## src/include/acr_cfg.svh

```systemverilog
// Register map, field positions, reset values and timing counts of the sequence controller
`ifndef ACR_CFG_SVH
`define ACR_CFG_SVH

// Word indices; byte address is four times the index
`define ACR_IDX_CTRL2       6'd2
`define ACR_IDX_CTRL3       6'd3
`define ACR_IDX_CTRL5       6'd5
`define ACR_IDX_STAT0       6'd6
`define ACR_IDX_FLAGS       6'd7
`define ACR_IDX_CMPE        6'd8
`define ACR_IDX_IRQ_STAT    6'd9
`define ACR_IDX_IRQ_MASK    6'd10
`define ACR_IDX_RESULT      6'd16

// Control three fields
`define ACR_JUSTIFY_BIT     7
`define ACR_SEQ_HI          6
`define ACR_SEQ_LO          3
`define ACR_FIFO_BIT        2
`define ACR_HALT_HI         1
`define ACR_HALT_LO         0
`define ACR_CTRL3_RESET     8'h20
`define ACR_HALT_FINISH     2'h2
`define ACR_HALT_NOW        2'h3

// Control two and five fields
`define ACR_FAST_CLEAR_BIT  6
`define ACR_CMP_IRQ_BIT     0
`define ACR_SCAN_BIT        5

// Status zero fields above the counter
`define ACR_BUSY_BIT        4
`define ACR_HALTED_BIT      5

// Interrupt status bits
`define ACR_IRQ_SEQ_BIT     0
`define ACR_IRQ_CMP_BIT     1

// Conversion time
`define ACR_CLK_MHZ         20
`define ACR_CONV_TIME_NS    1000
`define ACR_CONV_CYCLES     ((`ACR_CONV_TIME_NS * `ACR_CLK_MHZ + 999) / 1000)

`endif

```

## src/include/acr_pkg.sv

```systemverilog
// Types shared by the sequence controller
package acr_pkg;

    typedef enum logic [2:0] {
        ACR_IDLE = 3'b001,
        ACR_CONV = 3'b010,
        ACR_HALT = 3'b100
    } acr_state_t;

    typedef struct packed {
        acr_state_t        state;
        logic [7:0]        ctrl2;
        logic [7:0]        ctrl3;
        logic [7:0]        ctrl5;
        logic [15:0]       cmpe;
        logic [15:0]       flags;
        logic [1:0]        irq_stat;
        logic [1:0]        irq_mask;
        logic [3:0]        conv_counter;
        logic [4:0]        seq_count;
        logic [15:0]       timer;
        logic [15:0][15:0] results;
        logic              ack;
        logic [31:0]       rdata;
    } acr_regs_t;

endpackage : acr_pkg

```

## src/acr_seq_ctrl.sv

```systemverilog
// Sequence controller with result slots, complete flags and breakpoint halt
//
// Added by the designer: the Avalon-MM slave port.
`timescale 1ns/1ps
`default_nettype none
`include "acr_cfg.svh"

module acr_seq_ctrl #(
    parameter int RES_BITS    = 12,
    parameter int CONV_CYCLES = `ACR_CONV_CYCLES
) (
    input  wire logic                clock_in,
    input  wire logic                rst_in,
    input  wire logic [7:0]          avs_address_in,
    input  wire logic                avs_read_in,
    input  wire logic                avs_write_in,
    input  wire logic [31:0]         avs_writedata_in,
    input  wire logic [3:0]          avs_byteenable_in,
    output logic [31:0]              avs_readdata_out,
    output logic                     avs_waitrequest_out,
    input  wire logic [RES_BITS-1:0] analog_code_in,
    input  wire logic                breakpoint_in,
    output logic                     irq_out
);
    import acr_pkg::*;

    // --------------------------------------------------------------------
    // Elaboration checks
    // --------------------------------------------------------------------
    if (RES_BITS < 1 || RES_BITS > 16) begin : g_bad_res
        $error("RES_BITS must lie in 1..16");
    end
    if (CONV_CYCLES < 1 || CONV_CYCLES > 65535) begin : g_bad_conv
        $error("CONV_CYCLES must lie in 1..65535");
    end

    localparam logic [15:0] CONV_LAST = 16'(CONV_CYCLES - 1);

    // --------------------------------------------------------------------
    // Helpers
    // --------------------------------------------------------------------
    // Byte-lane merge of a write into an old value
    function automatic logic [31:0] be_merge(input logic [31:0] old_v,
                                             input logic [31:0] new_v,
                                             input logic [3:0]  be);
        logic [31:0] res;
        res = old_v;
        for (int i = 0; i < 4; i++) begin
            if (be[i]) begin
                res[i*8 +: 8] = new_v[i*8 +: 8];
            end
        end
        return res;
    endfunction : be_merge

    // Length field to conversion count, zero meaning sixteen
    function automatic logic [4:0] seq_len(input logic [7:0] c3);
        logic [3:0] f;
        f = c3[`ACR_SEQ_HI:`ACR_SEQ_LO];
        return (f == 4'h0) ? 5'h10 : {1'b0, f};
    endfunction : seq_len

    // Justify a raw code into a 16-bit result word
    function automatic logic [15:0] justify(input logic [RES_BITS-1:0] code,
                                            input logic                right);
        logic [15:0] w;
        w = 16'(code);
        return right ? w : 16'(w << (16 - RES_BITS));
    endfunction : justify

    acr_regs_t r_reg;
    acr_regs_t r_next;

    // --------------------------------------------------------------------
    // Decoded views
    // --------------------------------------------------------------------
    logic        req;
    logic        take;
    logic [5:0]  widx;
    logic        fifo_on;
    logic [1:0]  halt_sel;
    logic        hold_now;
    logic        conv_done;
    logic [15:0] cmp_active;
    logic [31:0] rd_val;

    // Bus timing: one wait cycle, request acted on when waitrequest is low
    assign req      = avs_read_in | avs_write_in;
    assign take     = req & r_reg.ack;
    assign widx     = avs_address_in[7:2];
    assign fifo_on  = r_reg.ctrl3[`ACR_FIFO_BIT];
    assign halt_sel = r_reg.ctrl3[`ACR_HALT_HI:`ACR_HALT_LO];
    // Immediate freeze stops the conversion timer mid-way
    assign hold_now  = breakpoint_in && (halt_sel == `ACR_HALT_NOW);
    assign conv_done = (r_reg.state == ACR_CONV) && !hold_now && (r_reg.timer == CONV_LAST);
    // FIFO mode masks every per-conversion compare enable
    assign cmp_active = fifo_on ? 16'h0000 : r_reg.cmpe;

    assign avs_waitrequest_out = req & ~r_reg.ack;
    assign avs_readdata_out    = r_reg.rdata;
    assign irq_out             = |(r_reg.irq_stat & r_reg.irq_mask);

    // --------------------------------------------------------------------
    // Read mux
    // --------------------------------------------------------------------
    // Address decode for reads; unmapped words read as zero
    always_comb begin
        rd_val = 32'h0;
        if (widx == `ACR_IDX_CTRL2) begin
            rd_val = {24'h0, r_reg.ctrl2};
        end else if (widx == `ACR_IDX_CTRL3) begin
            rd_val = {24'h0, r_reg.ctrl3};
        end else if (widx == `ACR_IDX_CTRL5) begin
            rd_val = {24'h0, r_reg.ctrl5};
        end else if (widx == `ACR_IDX_STAT0) begin
            rd_val = {26'h0, r_reg.state == ACR_HALT, r_reg.state != ACR_IDLE,
                      r_reg.conv_counter};
        end else if (widx == `ACR_IDX_FLAGS) begin
            rd_val = {16'h0, r_reg.flags};
        end else if (widx == `ACR_IDX_CMPE) begin
            rd_val = {16'h0, r_reg.cmpe};
        end else if (widx == `ACR_IDX_IRQ_STAT) begin
            rd_val = {30'h0, r_reg.irq_stat};
        end else if (widx == `ACR_IDX_IRQ_MASK) begin
            rd_val = {30'h0, r_reg.irq_mask};
        end else if (widx >= `ACR_IDX_RESULT) begin
            rd_val = {16'h0, r_reg.results[widx[3:0]]};
        end
    end

    // --------------------------------------------------------------------
    // Next state
    // --------------------------------------------------------------------
    always_comb begin
        logic [31:0] m;
        logic [15:0] clr;
        logic [15:0] set;
        logic        seq_end;
        logic        cmp_evt;
        logic        seq_evt;
        logic        abort;
        logic        start;
        m       = 32'h0;
        clr     = 16'h0;
        set     = 16'h0;
        seq_end = 1'b0;
        cmp_evt = 1'b0;
        seq_evt = 1'b0;
        abort   = 1'b0;
        start   = 1'b0;
        r_next  = r_reg;

        // Bus handshake and read data capture
        r_next.ack = req & ~r_reg.ack;
        if (avs_read_in && !r_reg.ack) begin
            r_next.rdata = rd_val;
        end

        // Register writes and read side effects
        if (take && avs_write_in) begin
            if (widx == `ACR_IDX_CTRL2) begin
                m = be_merge({24'h0, r_reg.ctrl2}, avs_writedata_in, avs_byteenable_in);
                r_next.ctrl2 = m[7:0];
            end else if (widx == `ACR_IDX_CTRL3) begin
                m = be_merge({24'h0, r_reg.ctrl3}, avs_writedata_in, avs_byteenable_in);
                r_next.ctrl3 = m[7:0];
                abort = 1'b1;
            end else if (widx == `ACR_IDX_CTRL5) begin
                m = be_merge({24'h0, r_reg.ctrl5}, avs_writedata_in, avs_byteenable_in);
                r_next.ctrl5 = m[7:0];
                start = 1'b1;
            end else if (widx == `ACR_IDX_FLAGS) begin
                m = be_merge(32'h0, avs_writedata_in, avs_byteenable_in);
                clr = m[15:0];
            end else if (widx == `ACR_IDX_CMPE) begin
                m = be_merge({16'h0, r_reg.cmpe}, avs_writedata_in, avs_byteenable_in);
                r_next.cmpe = m[15:0];
            end else if (widx == `ACR_IDX_IRQ_STAT) begin
                m = be_merge(32'h0, avs_writedata_in, avs_byteenable_in);
                r_next.irq_stat = r_reg.irq_stat & ~m[1:0];
            end else if (widx == `ACR_IDX_IRQ_MASK) begin
                m = be_merge({30'h0, r_reg.irq_mask}, avs_writedata_in, avs_byteenable_in);
                r_next.irq_mask = m[1:0];
            end else if (widx >= `ACR_IDX_RESULT) begin
                // Fast clear on a compare-enabled slot clears by write
                if (r_reg.ctrl2[`ACR_FAST_CLEAR_BIT] && cmp_active[widx[3:0]]) begin
                    clr[widx[3:0]] = 1'b1;
                end
            end
        end
        if (take && avs_read_in && widx >= `ACR_IDX_RESULT) begin
            // Fast clear on a compare-disabled slot clears by read
            if (r_reg.ctrl2[`ACR_FAST_CLEAR_BIT] && !cmp_active[widx[3:0]]) begin
                clr[widx[3:0]] = 1'b1;
            end
        end

        // Conversion sequencing
        case (r_reg.state)
            ACR_IDLE: begin
                r_next.timer = 16'h0;
            end
            ACR_CONV: begin
                if (!hold_now) begin
                    r_next.timer = r_reg.timer + 16'h1;
                end
                if (conv_done) begin
                    r_next.timer = 16'h0;
                    r_next.results[r_reg.conv_counter] =
                        justify(analog_code_in, r_reg.ctrl3[`ACR_JUSTIFY_BIT]);
                    set[r_reg.conv_counter] = 1'b1;
                    cmp_evt = cmp_active[r_reg.conv_counter]
                              && r_reg.ctrl2[`ACR_CMP_IRQ_BIT] && !fifo_on;
                    // Four-bit counter wraps from last slot to first
                    r_next.conv_counter = r_reg.conv_counter + 4'h1;
                    r_next.seq_count = r_reg.seq_count + 5'h1;
                    seq_end = (r_reg.seq_count + 5'h1) == seq_len(r_reg.ctrl3);
                    if (seq_end) begin
                        seq_evt = 1'b1;
                        r_next.seq_count = 5'h0;
                        if (!fifo_on) begin
                            r_next.conv_counter = 4'h0;
                        end
                        if (!r_reg.ctrl5[`ACR_SCAN_BIT]) begin
                            r_next.state = ACR_IDLE;
                        end
                    end
                    if (r_next.state == ACR_CONV && breakpoint_in
                            && halt_sel == `ACR_HALT_FINISH) begin
                        r_next.state = ACR_HALT;
                    end
                end
            end
            ACR_HALT: begin
                // Resume once the breakpoint is gone or the mode no longer halts
                if (!breakpoint_in || halt_sel != `ACR_HALT_FINISH) begin
                    r_next.state = ACR_CONV;
                end
            end
            default: begin
                r_next.state = ACR_IDLE;
            end
        endcase

        // Abort or start wins over sequencing and clears the counter
        if (abort || start) begin
            r_next.conv_counter = 4'h0;
            r_next.seq_count    = 5'h0;
            r_next.timer        = 16'h0;
            r_next.state        = start ? ACR_CONV : ACR_IDLE;
        end

        // Set beats clear for flags and interrupt status
        r_next.flags = (r_reg.flags & ~clr) | set;
        if (seq_evt) begin
            r_next.irq_stat[`ACR_IRQ_SEQ_BIT] = 1'b1;
        end
        if (cmp_evt) begin
            r_next.irq_stat[`ACR_IRQ_CMP_BIT] = 1'b1;
        end
    end

    // --------------------------------------------------------------------
    // State register
    // --------------------------------------------------------------------
    always_ff @(posedge clock_in) begin
        if (rst_in) begin
            r_reg       <= '0;
            r_reg.state <= ACR_IDLE;
            r_reg.ctrl3 <= `ACR_CTRL3_RESET;
        end else begin
            r_reg <= r_next;
        end
    end

    // --------------------------------------------------------------------
    // Assertions
    // --------------------------------------------------------------------
    a_ctrl3_write_abort: assert property (@(posedge clock_in) disable iff (rst_in)
        (take && avs_write_in && widx == `ACR_IDX_CTRL3) |=>
            (r_reg.state == ACR_IDLE && r_reg.conv_counter == 4'h0))
        else $error("control three write did not abort");

    a_reset_len_four: assert property (@(posedge clock_in)
        $fell(rst_in) |-> r_reg.ctrl3 == `ACR_CTRL3_RESET)
        else $error("length field not four after reset");

    a_slot_follows_seq: assert property (@(posedge clock_in) disable iff (rst_in)
        (r_reg.state == ACR_CONV && !fifo_on) |-> r_reg.conv_counter == r_reg.seq_count[3:0])
        else $error("non fifo slot differs from sequence index");

    a_fifo_keeps_count: assert property (@(posedge clock_in) disable iff (rst_in)
        (conv_done && fifo_on && !take) |=> r_reg.conv_counter == $past(r_reg.conv_counter) + 4'h1)
        else $error("fifo counter did not advance");

    a_seq_len_stop: assert property (@(posedge clock_in) disable iff (rst_in)
        (conv_done && !take && !r_reg.ctrl5[`ACR_SCAN_BIT]
            && r_reg.seq_count + 5'h1 == seq_len(r_reg.ctrl3)) |=> r_reg.state == ACR_IDLE)
        else $error("single sequence did not stop at length");

    a_start_clears_cc: assert property (@(posedge clock_in) disable iff (rst_in)
        (take && avs_write_in && widx == `ACR_IDX_CTRL5) |=>
            (r_reg.conv_counter == 4'h0 && r_reg.state == ACR_CONV))
        else $error("start did not clear counter");

    a_flag_on_write: assert property (@(posedge clock_in) disable iff (rst_in)
        conv_done |=> r_reg.flags[$past(r_reg.conv_counter)])
        else $error("complete flag not set");

    a_fifo_no_cmp: assert property (@(posedge clock_in) disable iff (rst_in)
        (conv_done && fifo_on && !r_reg.irq_stat[`ACR_IRQ_CMP_BIT])
            |=> !r_reg.irq_stat[`ACR_IRQ_CMP_BIT])
        else $error("compare fired in fifo mode");

    a_freeze_now_hold: assert property (@(posedge clock_in) disable iff (rst_in)
        (r_reg.state == ACR_CONV && hold_now && !take) |=> $stable(r_reg.timer))
        else $error("timer ran during immediate freeze");

    a_halt_resume: assert property (@(posedge clock_in) disable iff (rst_in)
        (r_reg.state == ACR_HALT && !breakpoint_in && !take) |=> r_reg.state == ACR_CONV)
        else $error("halt did not resume");

    a_right_justify: assert property (@(posedge clock_in) disable iff (rst_in)
        (conv_done && r_reg.ctrl3[`ACR_JUSTIFY_BIT])
            |=> r_reg.results[$past(r_reg.conv_counter)] == 16'($past(analog_code_in)))
        else $error("right justified result differs from the code");

    a_left_justify: assert property (@(posedge clock_in) disable iff (rst_in)
        (conv_done && !r_reg.ctrl3[`ACR_JUSTIFY_BIT])
            |=> (r_reg.results[$past(r_reg.conv_counter)] >> (16 - RES_BITS))
                == 16'($past(analog_code_in)))
        else $error("left justified result differs from the code");

    a_fifo_slot_wrap: assert property (@(posedge clock_in) disable iff (rst_in)
        (conv_done && fifo_on && !take && r_reg.conv_counter == 4'hf)
            |=> r_reg.conv_counter == 4'h0)
        else $error("fifo counter did not wrap to the first slot");

    a_finish_then_halt: assert property (@(posedge clock_in) disable iff (rst_in)
        (conv_done && !take && breakpoint_in && halt_sel == `ACR_HALT_FINISH)
            |=> r_reg.state != ACR_CONV)
        else $error("finish mode went on converting");

    a_fast_read_clear: assert property (@(posedge clock_in) disable iff (rst_in)
        (take && avs_read_in && widx >= `ACR_IDX_RESULT && r_reg.ctrl2[`ACR_FAST_CLEAR_BIT]
            && !cmp_active[widx[3:0]] && !conv_done)
            |=> !r_reg.flags[$past(widx[3:0])])
        else $error("fast clear read left the flag set");

    a_cmp_event_irq: assert property (@(posedge clock_in) disable iff (rst_in)
        (conv_done && r_reg.ctrl2[`ACR_CMP_IRQ_BIT] && cmp_active[r_reg.conv_counter])
            |=> r_reg.irq_stat[`ACR_IRQ_CMP_BIT])
        else $error("compare event did not raise its status bit");

endmodule : acr_seq_ctrl

`default_nettype wire

```

## config.mk

```make
export PLATFORM = sky130hd
export DESIGN_NAME = acr_seq_ctrl
export DESIGN_NICKNAME = d
export VERILOG_FILES = /design/src/include/acr_pkg.sv /design/src/acr_seq_ctrl.sv
export VERILOG_INCLUDE_DIRS = /design/src /design/src/include
export SDC_FILE = /design/constraint.sdc
export NUM_CORES = 1
export LEC_CHECK = 0
export BUFFER_PORTS_ARGS = -buffer_cell sky130_fd_sc_hd__buf_2
export CORE_ASPECT_RATIO = 0.75
export CORE_MARGIN = 1.5
export CORE_UTILIZATION = 60
export DETAILED_ROUTE_END_ITERATION = 10
export PLACE_DENSITY = 0.77
export SYNTH_ARGS = -nofsm -noshare
export SYNTH_HDL_FRONTEND = slang
export SYNTH_SLANG_ARGS = --single-unit
```

## constraint.sdc

```tcl
create_clock -name clock_in -period 2.24 [get_ports clock_in]
set_input_delay 0.112 -clock clock_in [delete_from_list [all_inputs] [get_ports clock_in]]
set_output_delay 0.112 -clock clock_in [all_outputs]
set_load 0.05 [all_outputs]
```

Word level (Yosys, flattened, before mapping) --
Index checks and enable logic that the tools add are counted.
Operators by class: muxes and demuxes 87, reductions and logical operators 41, equal/unequal tests 32, order comparisons 5, bitwise logic cells 17, $add $sub $neg 3
Operators by type and width (number):
- two-way mux 16 bit | 26
- two-way mux 272 bit | 1
- bitwise mux 256 bit | 1
- binary-select mux 16 bit (select 4 bit) | 1
- demux 16 bit (select 4 bit) | 1
- two-way mux 32 bit | 2
- bitwise OR 16 bit | 2
- one-hot mux 16 bit (2 select lines) | 1
- two-way mux 4 bit | 7
- AND reduction 7 bit | 4
- two-way mux 2 bit | 12
- two-way mux 3 bit | 8
- != test 2 x 1 -> 1 bit (second input constant) | 10
- == test 6 x 3 -> 1 bit (second input constant) | 3
- == test 6 x 4 -> 1 bit (second input constant) | 3
- two-way mux 1 bit | 18
- adder 16 x 1 -> 16 bit (second input constant) | 1
- bitwise AND 16 bit | 1
- == test 16 x 5 -> 1 bit (second input constant) | 1
- two-way mux 8 bit | 2
- inverter 16 bit | 1
- logical AND 1 bit | 15
- == test 6 x 2 -> 1 bit (second input constant) | 2
- < comparator 4 x 5 -> 1 bit (second input constant) | 2
- other kinds (33) | 60
Word-level totals: input port bits 61, output and inout bits 34, word-level logic and storage cells 216, bits in registers 377

Longest topological paths before layout --
Gate-level depths: netlist of the first run.
depth in word-level cells 20, depth in mapped cells 10, mapped depth without buffers 7

Worst setup path after synthesis of the first run --
No wires, ideal clock.
kind register to register, start point register r_reg[289] in the netlist's numbering, end point register with a tool-made name, library setup time 86 ps, arrival 1965 ps, buffers on the path 3, slack 190 ps, clock period less this slack 2050 ps, required time 2154 ps, stages on the path, launching flop included 11, path through dfxtp_1 ha_1 nor3b_1 nand4_2 nor4_2 buf_4 and2_1 buf_2 buf_4 nor2_1 a211oi_1
RTL lines:
- start, declared | RTL line acr_seq_ctrl.sv:71 | acr_regs_t r_reg;
- start signal, assigned | RTL line acr_seq_ctrl.sv:272 | r_reg <= r_next;

==> results of run 1 <==
-- worst max-delay path, delay by kind of cell (launching register included) --
kind,cells,cell delay [ns]
compound gates,1,0.25
buf+inv,3,0.54
flops,1,0.35
simple gates,5,1.01
-- synth_stat cells, types with 8 or more instances --
library cell,instances,area share (%)
clkbuf_1,91,2.0
buf_6,12,0.80
and2_1,15,0.55
buf_4,49,2.2
a22oi_1,8,0.36
nor2_1,175,3.9
nand2_1,381,8.5
mux2i_1,21,1.2
a222oi_1,8,0.47
dfxtp_1,361,43
nand2b_1,10,0.37
a211oi_1,136,6.0
buf_2,52,1.5
o21ai_1,15,0.44
a21oi_1,199,5.9
xor2_1,16,0.83
nand4_1,15,0.55
and3_1,14,0.52
nor3_1,11,0.33
o21ai_0,20,0.59
mux4_2,79,11
nand3_1,69,2.0
nor2b_1,15,0.55
-- power breakdown --
group | total, mW | switching [mW] | internal (mW)
Sequential | 6.45 | 0.0179 | 6.43
Combinational | 0.841 | 0.578 | 0.263
Clock | 6.13 | 2.61 | 3.52
Total | 13.4 | 3.21 | 10.2
-- what timing repair did --
| item | 4_1_cts | 5_1_grt |
|---|---|---|
| pin swaps | 3 | 9 |
| hold endpoints to repair | 58 | 0 |
| cloned | 3 | 14 |
| hold buffers | 22 | 0 |
| endpoints found under the setup margin | 84 | 228 |
| resized for setup | 16 | 61 |
| setup buffers | 2 | 6 |
-- final cells by class --
class | instances | area, sq um
Clock buffer | 53 | 1100
Antenna cell | 2 | 5.00
Sequential cell | 361 | 7240
Timing Repair Buffer | 257 | 2510
Tap cell | 357 | 447
Clock inverter | 11 | 91.3
Multi-Input combinational cell | 1332 | 8820
Fill cell | 2019 | 7610
Inverter | 7 | 26.3
-- through the flow --
| step | hold WS (ns) | utilization [%] | total power, mW | worst slack, ns | setup TNS (ns) |
|---|---|---|---|---|---|
| after floorplan | 0.259 | - | 7.13 | 0.190 | 0 |
| after global placement | 0.365 | 64.8 | 7.36 | -0.143 | -1.16 |
| after detailed placement | 0.377 | 64.8 | 7.36 | -0.172 | -3.39 |
| after CTS | 0.121 | 70.5 | 13.4 | 0.00259 | 0 |
| after global routing | 0.146 | 72.7 | 13.7 | -0.0441 | -0.514 |
| final | 0.151 | 72.7 | 13.4 | 0.00299 | 0 |
-- worst min path at each step --
stage	depth (start not counted)	slack, ns	start	end
6_report	6	0.15	avs_address_in[5]	r_reg[324]
4_1_cts	4	0.12	avs_byteenable_in[0]	r_reg[355]
2_1_floorplan	2	0.26	avs_writedata_in[8]	r_reg[342]
5_1_grt	6	0.15	avs_address_in[5]	r_reg[324]
3_3_place_gp	3	0.37	avs_writedata_in[10]	r_reg[344]
3_5_place_dp	3	0.38	avs_writedata_in[11]	r_reg[345]
-- cells by family (layout without fill, tap and decap cells) --
family	Yosys count	count (layout)	synth area share, %
AOI/OAI and AO/OA	431	431	16.2
xor gates and xnor gates	24	24	1.32
adders and majority gates	6	6	0.444
buffers and inverters	215	328	7.07
DFF	361	361	42.7
muxes	110	110	13.0
other	1	18	0.0222
and+or+nand+nor	745	745	19.2
-- layer usage --
metal / vias to the layer above / routed length (microns)
met2: 1118 / 25100
met5: - / 0
met3: 169 / 8700
li1: 6877 / -
met4: 0 / 2200
met1: 7521 / 24200
==> flow_metrics.tcl, run 1 <==
set metrics [dict create \
    clkSlewWorstSetupHoldPaths_ns 0.07 \
    grt.busiest_layer "met1" \
    cpPeakStageDelay_ns 0.35 \
    dr_total_vias 15700 \
    maxCapViolations 0 \
    netlist_instances 1893 \
    floorplan.die_area_sq_mm 0.0292 \
    antenna_found_initial 2 \
    io_pins 95 \
    r2r_slack_ns 0.003 \
    grt_pass1_vias 14100 \
    timing.critical_path.mode_cell "buf_6" \
    layout_common_cells "nand2_1 (371), dfxtp_1 (355), a21oi_1 (195), nor2_1 (173), buf_4 (132)" \
    critPathKind "flip-flop to flip-flop" \
    viasPerCell 6.59 \
    regToRegStartpoint "r_reg[299]" \
    h-tree-depth 2 \
    rsz0062_at_grt "yes" \
    drt_wl_total_microns 60200 \
    dr.pass1.iters 7 \
    groute.usage.overall_pct 38.0 \
    grt_pass1_wl_microns 83800 \
    grt_max_degree 178 \
    setup_viol 0 \
    hold_class "input pin to flip-flop" \
    syn_to_final_growth_pct 19.7 \
    post_dp_cell_area_sq_mm 0.0180 \
    slew_headroom_pct 21.1 \
    cp_cell_sequence "nor4_4 > nand4_4 > buf_6 > nor2_4 > buf_6 > and3_4 > clkbuf_16 > nor2_1 > a211oi_1" \
    avgSynthCellArea_sq_um 8.93 \
    grt-ovfl-total 0 \
    core_area_sq_mm 0.0279 \
    max-vdd-ir-drop_mv 0.595 \
    ys_ff_latch 361 \
    layout_commonest_cell "nand2_1" \
    period_minus_slack_ns 2.24 \
    required_ns 2.68 \
    drive_above_1_share_pct 22.4 \
    endpoint_kind "flip-flop" \
    place_congestion 1.05 \
    wl_per_cell_microns 25.3 \
    numCtsBuffers 36 \
    hpwlAfterDp_microns 37600 \
    use_met3_pct 10.9 \
    status "finished clean" \
    r2r_cells 9 \
    initial_core_util_pct 60.7 \
    drt_iter0_drc 2111 \
    clock_latency_ns 0.55 \
    grt_util_met1_pct 54.7 \
    drt.antenna.violating_nets 0 \
    layout.nets 2062 \
    die_h_microns 148 \
    cp_slowest_cell "dfxtp_4" \
    met2_usage_pct 54.3 \
    p_leak_nw 6.90 \
    synth_enable_flop_cells 0 \
    synth_area_sq_mm 0.0169 \
    fin_worst_skew_ns 0.0260 \
    clock.fmax_ghz 0.447 \
    synthFlopType "dfxtp_1" \
    finalCritPeriodShare_pct 99.9 \
    rows 53 \
    critPathMaxFanout 8 \
    cts.sinks 361 \
    route.detailed.drc 0 \
    ys_async_sr_fraction_pct 0 \
    power_density_mw_per_mm2 663 \
    yosys.cell_types.count 72 \
    ys_seq_area_share_pct 42.7 \
    dieWidth_microns 197 \
    portBuffers 58 \
    final_cells 2380 \
    clockBufferDepth 3 \
    start_kind "flip-flop" \
    tritoncts "built" \
    root_buffer "clkbuf_16" \
    ys_warn_count 0 \
    crit_start "r_reg[299]" \
    crit_arrival_ns 2.68 \
    worst_pin_slew_ns 1.18 \
    maxSlewViolCount 0 \
    dp_cells 2267 \
    design_area_sq_mm 0.0202 \
    hold_violations 0 \
]
Note: power is estimated with default switching activity, not from simulation.
==> inputs of run 2 (changes only) <==
Settings changed: ABC_AREA from default to 1, ABC_CLOCK_PERIOD_IN_PS from default to 2240, PLACE_DENSITY 0.77 to 0.81.
==> run 2 against run 1 <==
Global-route usage is essentially flat. Maximum frequency grew 4.4%. Critical path type unchanged. Final area shrank 3.2%.
==> flow_metrics.tcl, run 2 <==
set metrics [dict create \
    dr.pass1.iters 5 \
    ys_async_sr_fraction_pct 0 \
    r2r_cells 10 \
    die_h_microns 148 \
    drt_wl_total_microns 56300 \
    ys_ff_latch 361 \
    endpoint_kind "flip-flop" \
    setup_viol 0 \
    clockBufferDepth 3 \
    critPathMaxFanout 20 \
    io_pins 95 \
    p_leak_nw 7.86 \
    place_congestion 0.998 \
    drt_iter0_drc 1984 \
    n_antenna_cell 0 \
    dieWidth_microns 197 \
    rows 52 \
    regToRegStartpoint "r_reg[290]" \
    total_power_mw 13.6 \
    maxCapViolations 0 \
    period_minus_slack_ns 2.14 \
    maxSlewViolCount 0 \
    hold_violations 0 \
    start_kind "flip-flop" \
    grt_pass1_vias 15900 \
    hold_class "input pin to flip-flop" \
    post_dp_cell_area_sq_mm 0.0181 \
    clock_latency_ns 0.55 \
    fillers 2284 \
    status "finished clean" \
    antenna_found_initial 0 \
    worst_pin_slew_ns 0.799 \
    numCtsBuffers 36 \
    finalCritPeriodShare_pct 95.6 \
    tritoncts "built" \
    synthSimpleGateAreaFrac_pct 18.8 \
    power_density_mw_per_mm2 692 \
    synth_top_family_by_area "compound AO/OA/AOI/OAI gates" \
    cts_setup_buffers 0 \
    viasPerCell 5.99 \
    slew_headroom_pct 46.7 \
    grt_max_degree 58 \
    cts.sinks 361 \
    yosysTopAreaCellShare_pct 42.8 \
    wl_per_cell_microns 19.5 \
    synth-compound-area-share_pct 25.9 \
    grt_pass1_wl_microns 86700 \
    syn_to_final_growth_pct 15.9 \
    synth_common_cells "nand2_1 (400), o21ai_0 (364), dfxtp_1 (361), a21oi_1 (331), inv_1 (279)" \
    synthFlopType "dfxtp_1" \
    r2r_slack_ns 0.1 \
    core_area_sq_mm 0.0273 \
    avgSynthCellArea_sq_um 6.99 \
    critPathKind "flip-flop to flip-flop" \
    design_area_sq_mm 0.0196 \
    layout.nets 2577 \
    layout_commonest_cell "nand2_1" \
    netlist_instances 2419 \
    synth.area.top_cells "dfxtp_1 (43%), o21ai_0 (11%), a21oi_1 (9.8%), nand2_1 (8.9%), inv_1 (6.2%)" \
    synth.most_common_cell "nand2_1" \
    layout_common_cells "nand2_1 (396), dfxtp_1 (361), o21ai_0 (360), a21oi_1 (331), inv_1 (278)" \
    max-vdd-ir-drop_mv 0.615 \
    required_ns 2.66 \
    ys_warn_count 0 \
    portBuffers 58 \
    synth_enable_flop_cells 0 \
    root_buffer "clkbuf_16" \
    fin_worst_skew_ns 0.0295 \
    crit_start "r_reg[290]" \
    yosys.cell_types.count 46 \
    drt.antenna.violating_nets 0 \
    synthXorXnorAreaFrac_pct 0.415 \
    drive_above_1_share_pct 11.8 \
    hpwlAfterDp_microns 38400 \
    muxShareOfSynthArea_pct 0.0592 \
    crit_arrival_ns 2.56 \
    clock.fmax_ghz 0.467 \
    clkSlewWorstSetupHoldPaths_ns 0.06 \
    floorplan.die_area_sq_mm 0.0292 \
    ys_seq_area_share_pct 42.8 \
    h-tree-depth 2 \
    initial_core_util_pct 61.8 \
    synth_area_sq_mm 0.0169 \
    groute.usage.overall_pct 38.0 \
    grt-ovfl-total 0 \
    route.detailed.drc 0 \
    post_synth_fa_ha_maj_area_fraction_pct 0.444 \
    dr_total_vias 17300 \
    yosysTopAreaCell "dfxtp_1" \
]
[run 2: through the flow]
stage | cells | TNS, ns | util, % | hold slack, ns | setup WS [ns]
2_1_floorplan | 2434 | 0 | - | 0.242 | 0.372
3_3_place_gp | 2800 | 0 | 66.2 | 0.385 | 0.0253
3_5_place_dp | 2800 | -0.00359 | 66.2 | 0.393 | -0.00359
4_1_cts | 2887 | 0 | 71.5 | 0.00185 | 0.0240
5_1_grt | 2887 | -0.0250 | 71.7 | 0.0301 | -0.0141
6_report | 2887 | 0 | 71.7 | 0.0201 | 0.0980
[run 2: worst min-delay path by stage]
stage                     slack [ns]                  from  cells past startpoint    endpoint
after floorplan                 0.24   avs_writedata_in[5]                      2  r_reg[363]
after global placement          0.38   avs_writedata_in[8]                      3  r_reg[342]
after detailed placement        0.39  avs_writedata_in[15]                      3  r_reg[349]
after CTS                      0.002  avs_byteenable_in[0]                      3  r_reg[356]
after global routing            0.03  avs_byteenable_in[0]                      3  r_reg[356]
final                           0.02  avs_byteenable_in[0]                      3  r_reg[356]
[run 2: cells by family after synthesis]
logic type,after synthesis
compound gates,822
xor+xnor,8
fa+ha+maj,6
buf+inv,465
flops,361
mux,1
other cells,1
simple gates,755
[run 2: layout make-up]
cell class	instances	area, sq um	share of cell area [%]
clock inverter	8	100	0.511
sequential	361	7230	36.9
clock buffer	56	1100	5.60
inverter	292	1110	5.64
multi-input combinational	1608	7830	39.9
timing repair buffer	211	1800	9.18
tap	351	439	2.24
[run 2: critical path: stages (launching register included)]
cell	delay (ns)
dfxtp_1	0.36
ha_2	0.21
nand2_1	0.09
nor4_4	0.24
nand3_1	0.15
buf_6	0.20
nor2_4	0.12
nand2_1	0.20
buf_12	0.23
o21ai_0	0.17
a21oi_1	0.06
[run 2: layer usage]
metal	up-vias	share of wire, %	global-route usage (%)
met5	-	0	0
met4	0	3.5	13.6
met3	159	13	10.6
met2	1051	42	55.7
met1	7924	42	53.4
li1	8163	-	-
[run 2: where the power goes]
group          switching (mW)  internal (mW)  total (mW)
registers             0.00917           6.43        6.44
clock network            2.56           3.61        6.17
logic                   0.692          0.262       0.954
total                    3.26           10.3        13.6
[run 2: what timing repair did]
item | in CTS | in global routing
gates resized for setup | 1 | 20
hold endpoints to repair | 41 | 0
hold buffers | 23 | 0
setup endpoints to repair | 1 | 124
pin swaps | 0 | 4
==> inputs of run 3 (changes only) <==
Settings changed: ABC_CLOCK_PERIOD_IN_PS 2240 to 2200.
Clock period 2.24 ns to 2.2 ns, I/O delays scaled along.
==> run 3 against run 2 <==
Clock power increased by 2%. Largest power group unchanged. Total power increased by 1.7%. Combinational power increased by 2.2%. Via count increased by 2.0%. Final cell count increased by 0.31%. Worst setup slack improved by 0.027 ns. Clock-buffer cell count unchanged. Clock skew decreased by 0.0047 ns. Critical path type unchanged. Global-route usage increased by 0.44 points. Maximum frequency increased by 3.2%. Utilization increased by 0.29 points. Final area increased by 0.40%.
==> flow_metrics.tcl, run 3 (synthesized netlist as in run 2, its figures left out) <==
set metrics [dict create \
    post_dp_cell_area_sq_mm 0.0182 \
    hold_class "input pin to flip-flop" \
    rows 52 \
    hold_violations 0 \
    setup_ws_ns 0.125 \
    dr.pass1.iters 6 \
    critPathKind "flip-flop to flip-flop" \
    maxSlewViolCount 0 \
    dp_slack_ns -0.00833 \
    drt.antenna.violating_nets 0 \
    fillers 2214 \
    layout_common_cells "nand2_1 (397), dfxtp_1 (361), o21ai_0 (357), a21oi_1 (331), inv_1 (276)" \
    antenna_found_initial 3 \
    grt_max_degree 67 \
    floorplan.die_area_sq_mm 0.0292 \
    layout.nets 2584 \
    io_pins 95 \
    drt_wl_total_microns 57000 \
    core_area_sq_mm 0.0273 \
    numCtsBuffers 35 \
    critPathMaxFanout 13 \
    start_kind "flip-flop" \
    worst_pin_slew_ns 0.775 \
    syn_to_final_growth_pct 16.4 \
    status "finished clean" \
    groute.usage.overall_pct 38.4 \
    max-vdd-ir-drop_mv 0.586 \
    crit_arrival_ns 2.50 \
    p_clk_share_pct 45.4 \
    die_h_microns 148 \
    layout_commonest_cell "nand2_1" \
    clockBufferDepth 3 \
    fin_setup_tns_ns 0 \
    final_cells 2896 \
    design_area_sq_mm 0.0197 \
    clock_latency_ns 0.55 \
    cts_setup_buffers 0 \
    grt_pass1_vias 16100 \
    p_seq_share_pct 47.5 \
    p_leak_nw 7.91 \
    maxCapViolations 0 \
    post-route-util_pct 72.0 \
    total_power_mw 13.8 \
    period_minus_slack_ns 2.07 \
    setup_viol 0 \
    grt_pass1_wl_microns 87600 \
    place_congestion 0.956 \
    slew_headroom_pct 48.3 \
    dp_cells 2806 \
    clock.fmax_ghz 0.482 \
    h-tree-depth 2 \
    portBuffers 58 \
    viasPerCell 6.09 \
    dieWidth_microns 197 \
    drt_iter0_drc 2163 \
    route.detailed.drc 0 \
    power_density_mw_per_mm2 701 \
    wl_per_cell_microns 19.7 \
    root_buffer "clkbuf_16" \
    holdWs_ns 0.0552 \
    cts.sinks 361 \
    p_switching_mw 3.36 \
    fin_worst_skew_ns 0.0247 \
    grt-ovfl-total 0 \
    required_ns 2.63 \
    switching_share_pct 24.3 \
    clkSlewWorstSetupHoldPaths_ns 0.07 \
    finalCritPeriodShare_pct 94.3 \
    drive_above_1_share_pct 11.9 \
    dr_total_vias 17600 \
    initial_core_util_pct 61.8 \
    pwr-share-comb_pct 7.1 \
    rsz0062_at_grt "no" \
    endpoint_kind "flip-flop" \
    intPower_mw 10.4 \
    tritoncts "built" \
    hpwlAfterDp_microns 38300 \
]
run 3: final timing paths:
check,depth (start not counted),slack [ns],startpoint,to
setup / recovery,10,0.13,r_reg[289],flip-flop
hold / removal,4,0.06,analog_code_in[9],flip-flop
setup reg to reg,10,0.13,r_reg[289],flip-flop
hold reg to reg,2,0.45,flip-flop,flip-flop
run 3: final cells by class:
class	count	area [sq um]	area share [%]
clock buffers	56	1090	5.52
diodes	3	7.51	0.0382
inverters	292	1100	5.61
flip-flops and latches	361	7230	36.7
repair buffers	219	1890	9.58
multi-input cells	1608	7830	39.8
well taps	351	439	2.23
clock inverters	6	95.1	0.483
run 3: power groups by stage:
stage	Sequential (mW)	Clock (mW)	Combinational, mW
after global placement	6.70	0	0.889
after floorplan	6.70	0	0.565
after detailed placement	6.70	0	0.900
final	6.56	6.27	0.975
after CTS	6.56	6.28	0.933
after global routing	6.55	6.54	1.02
run 3: routing by layer:
metal / routed length, microns / vias up / track usage, %
li1: - / 8169 / -
met1: 23300 / 8126 / 53.9
met2: 23900 / 1146 / 57.3
met3: 7710 / 194 / 9.18
met4: 2170 / 0 / 14.5
met5: 0 / - / 0
run 3: critical path: stages, from the launching register on:
cell     delay [ns]
dfxtp_1        0.35
ha_1           0.21
nand2_1        0.11
nor4_4         0.21
nand3_2        0.14
buf_8          0.19
nor2_4         0.15
nand2_1        0.14
buf_4          0.24
o21ai_0        0.17
a21oi_1        0.06
run 3: timing repair:
action	in CTS	in global routing
hold buffers	25	0
resized for setup	1	23
pin swaps	0	1
setup endpoints to repair	1	151
hold endpoints to repair	45	0
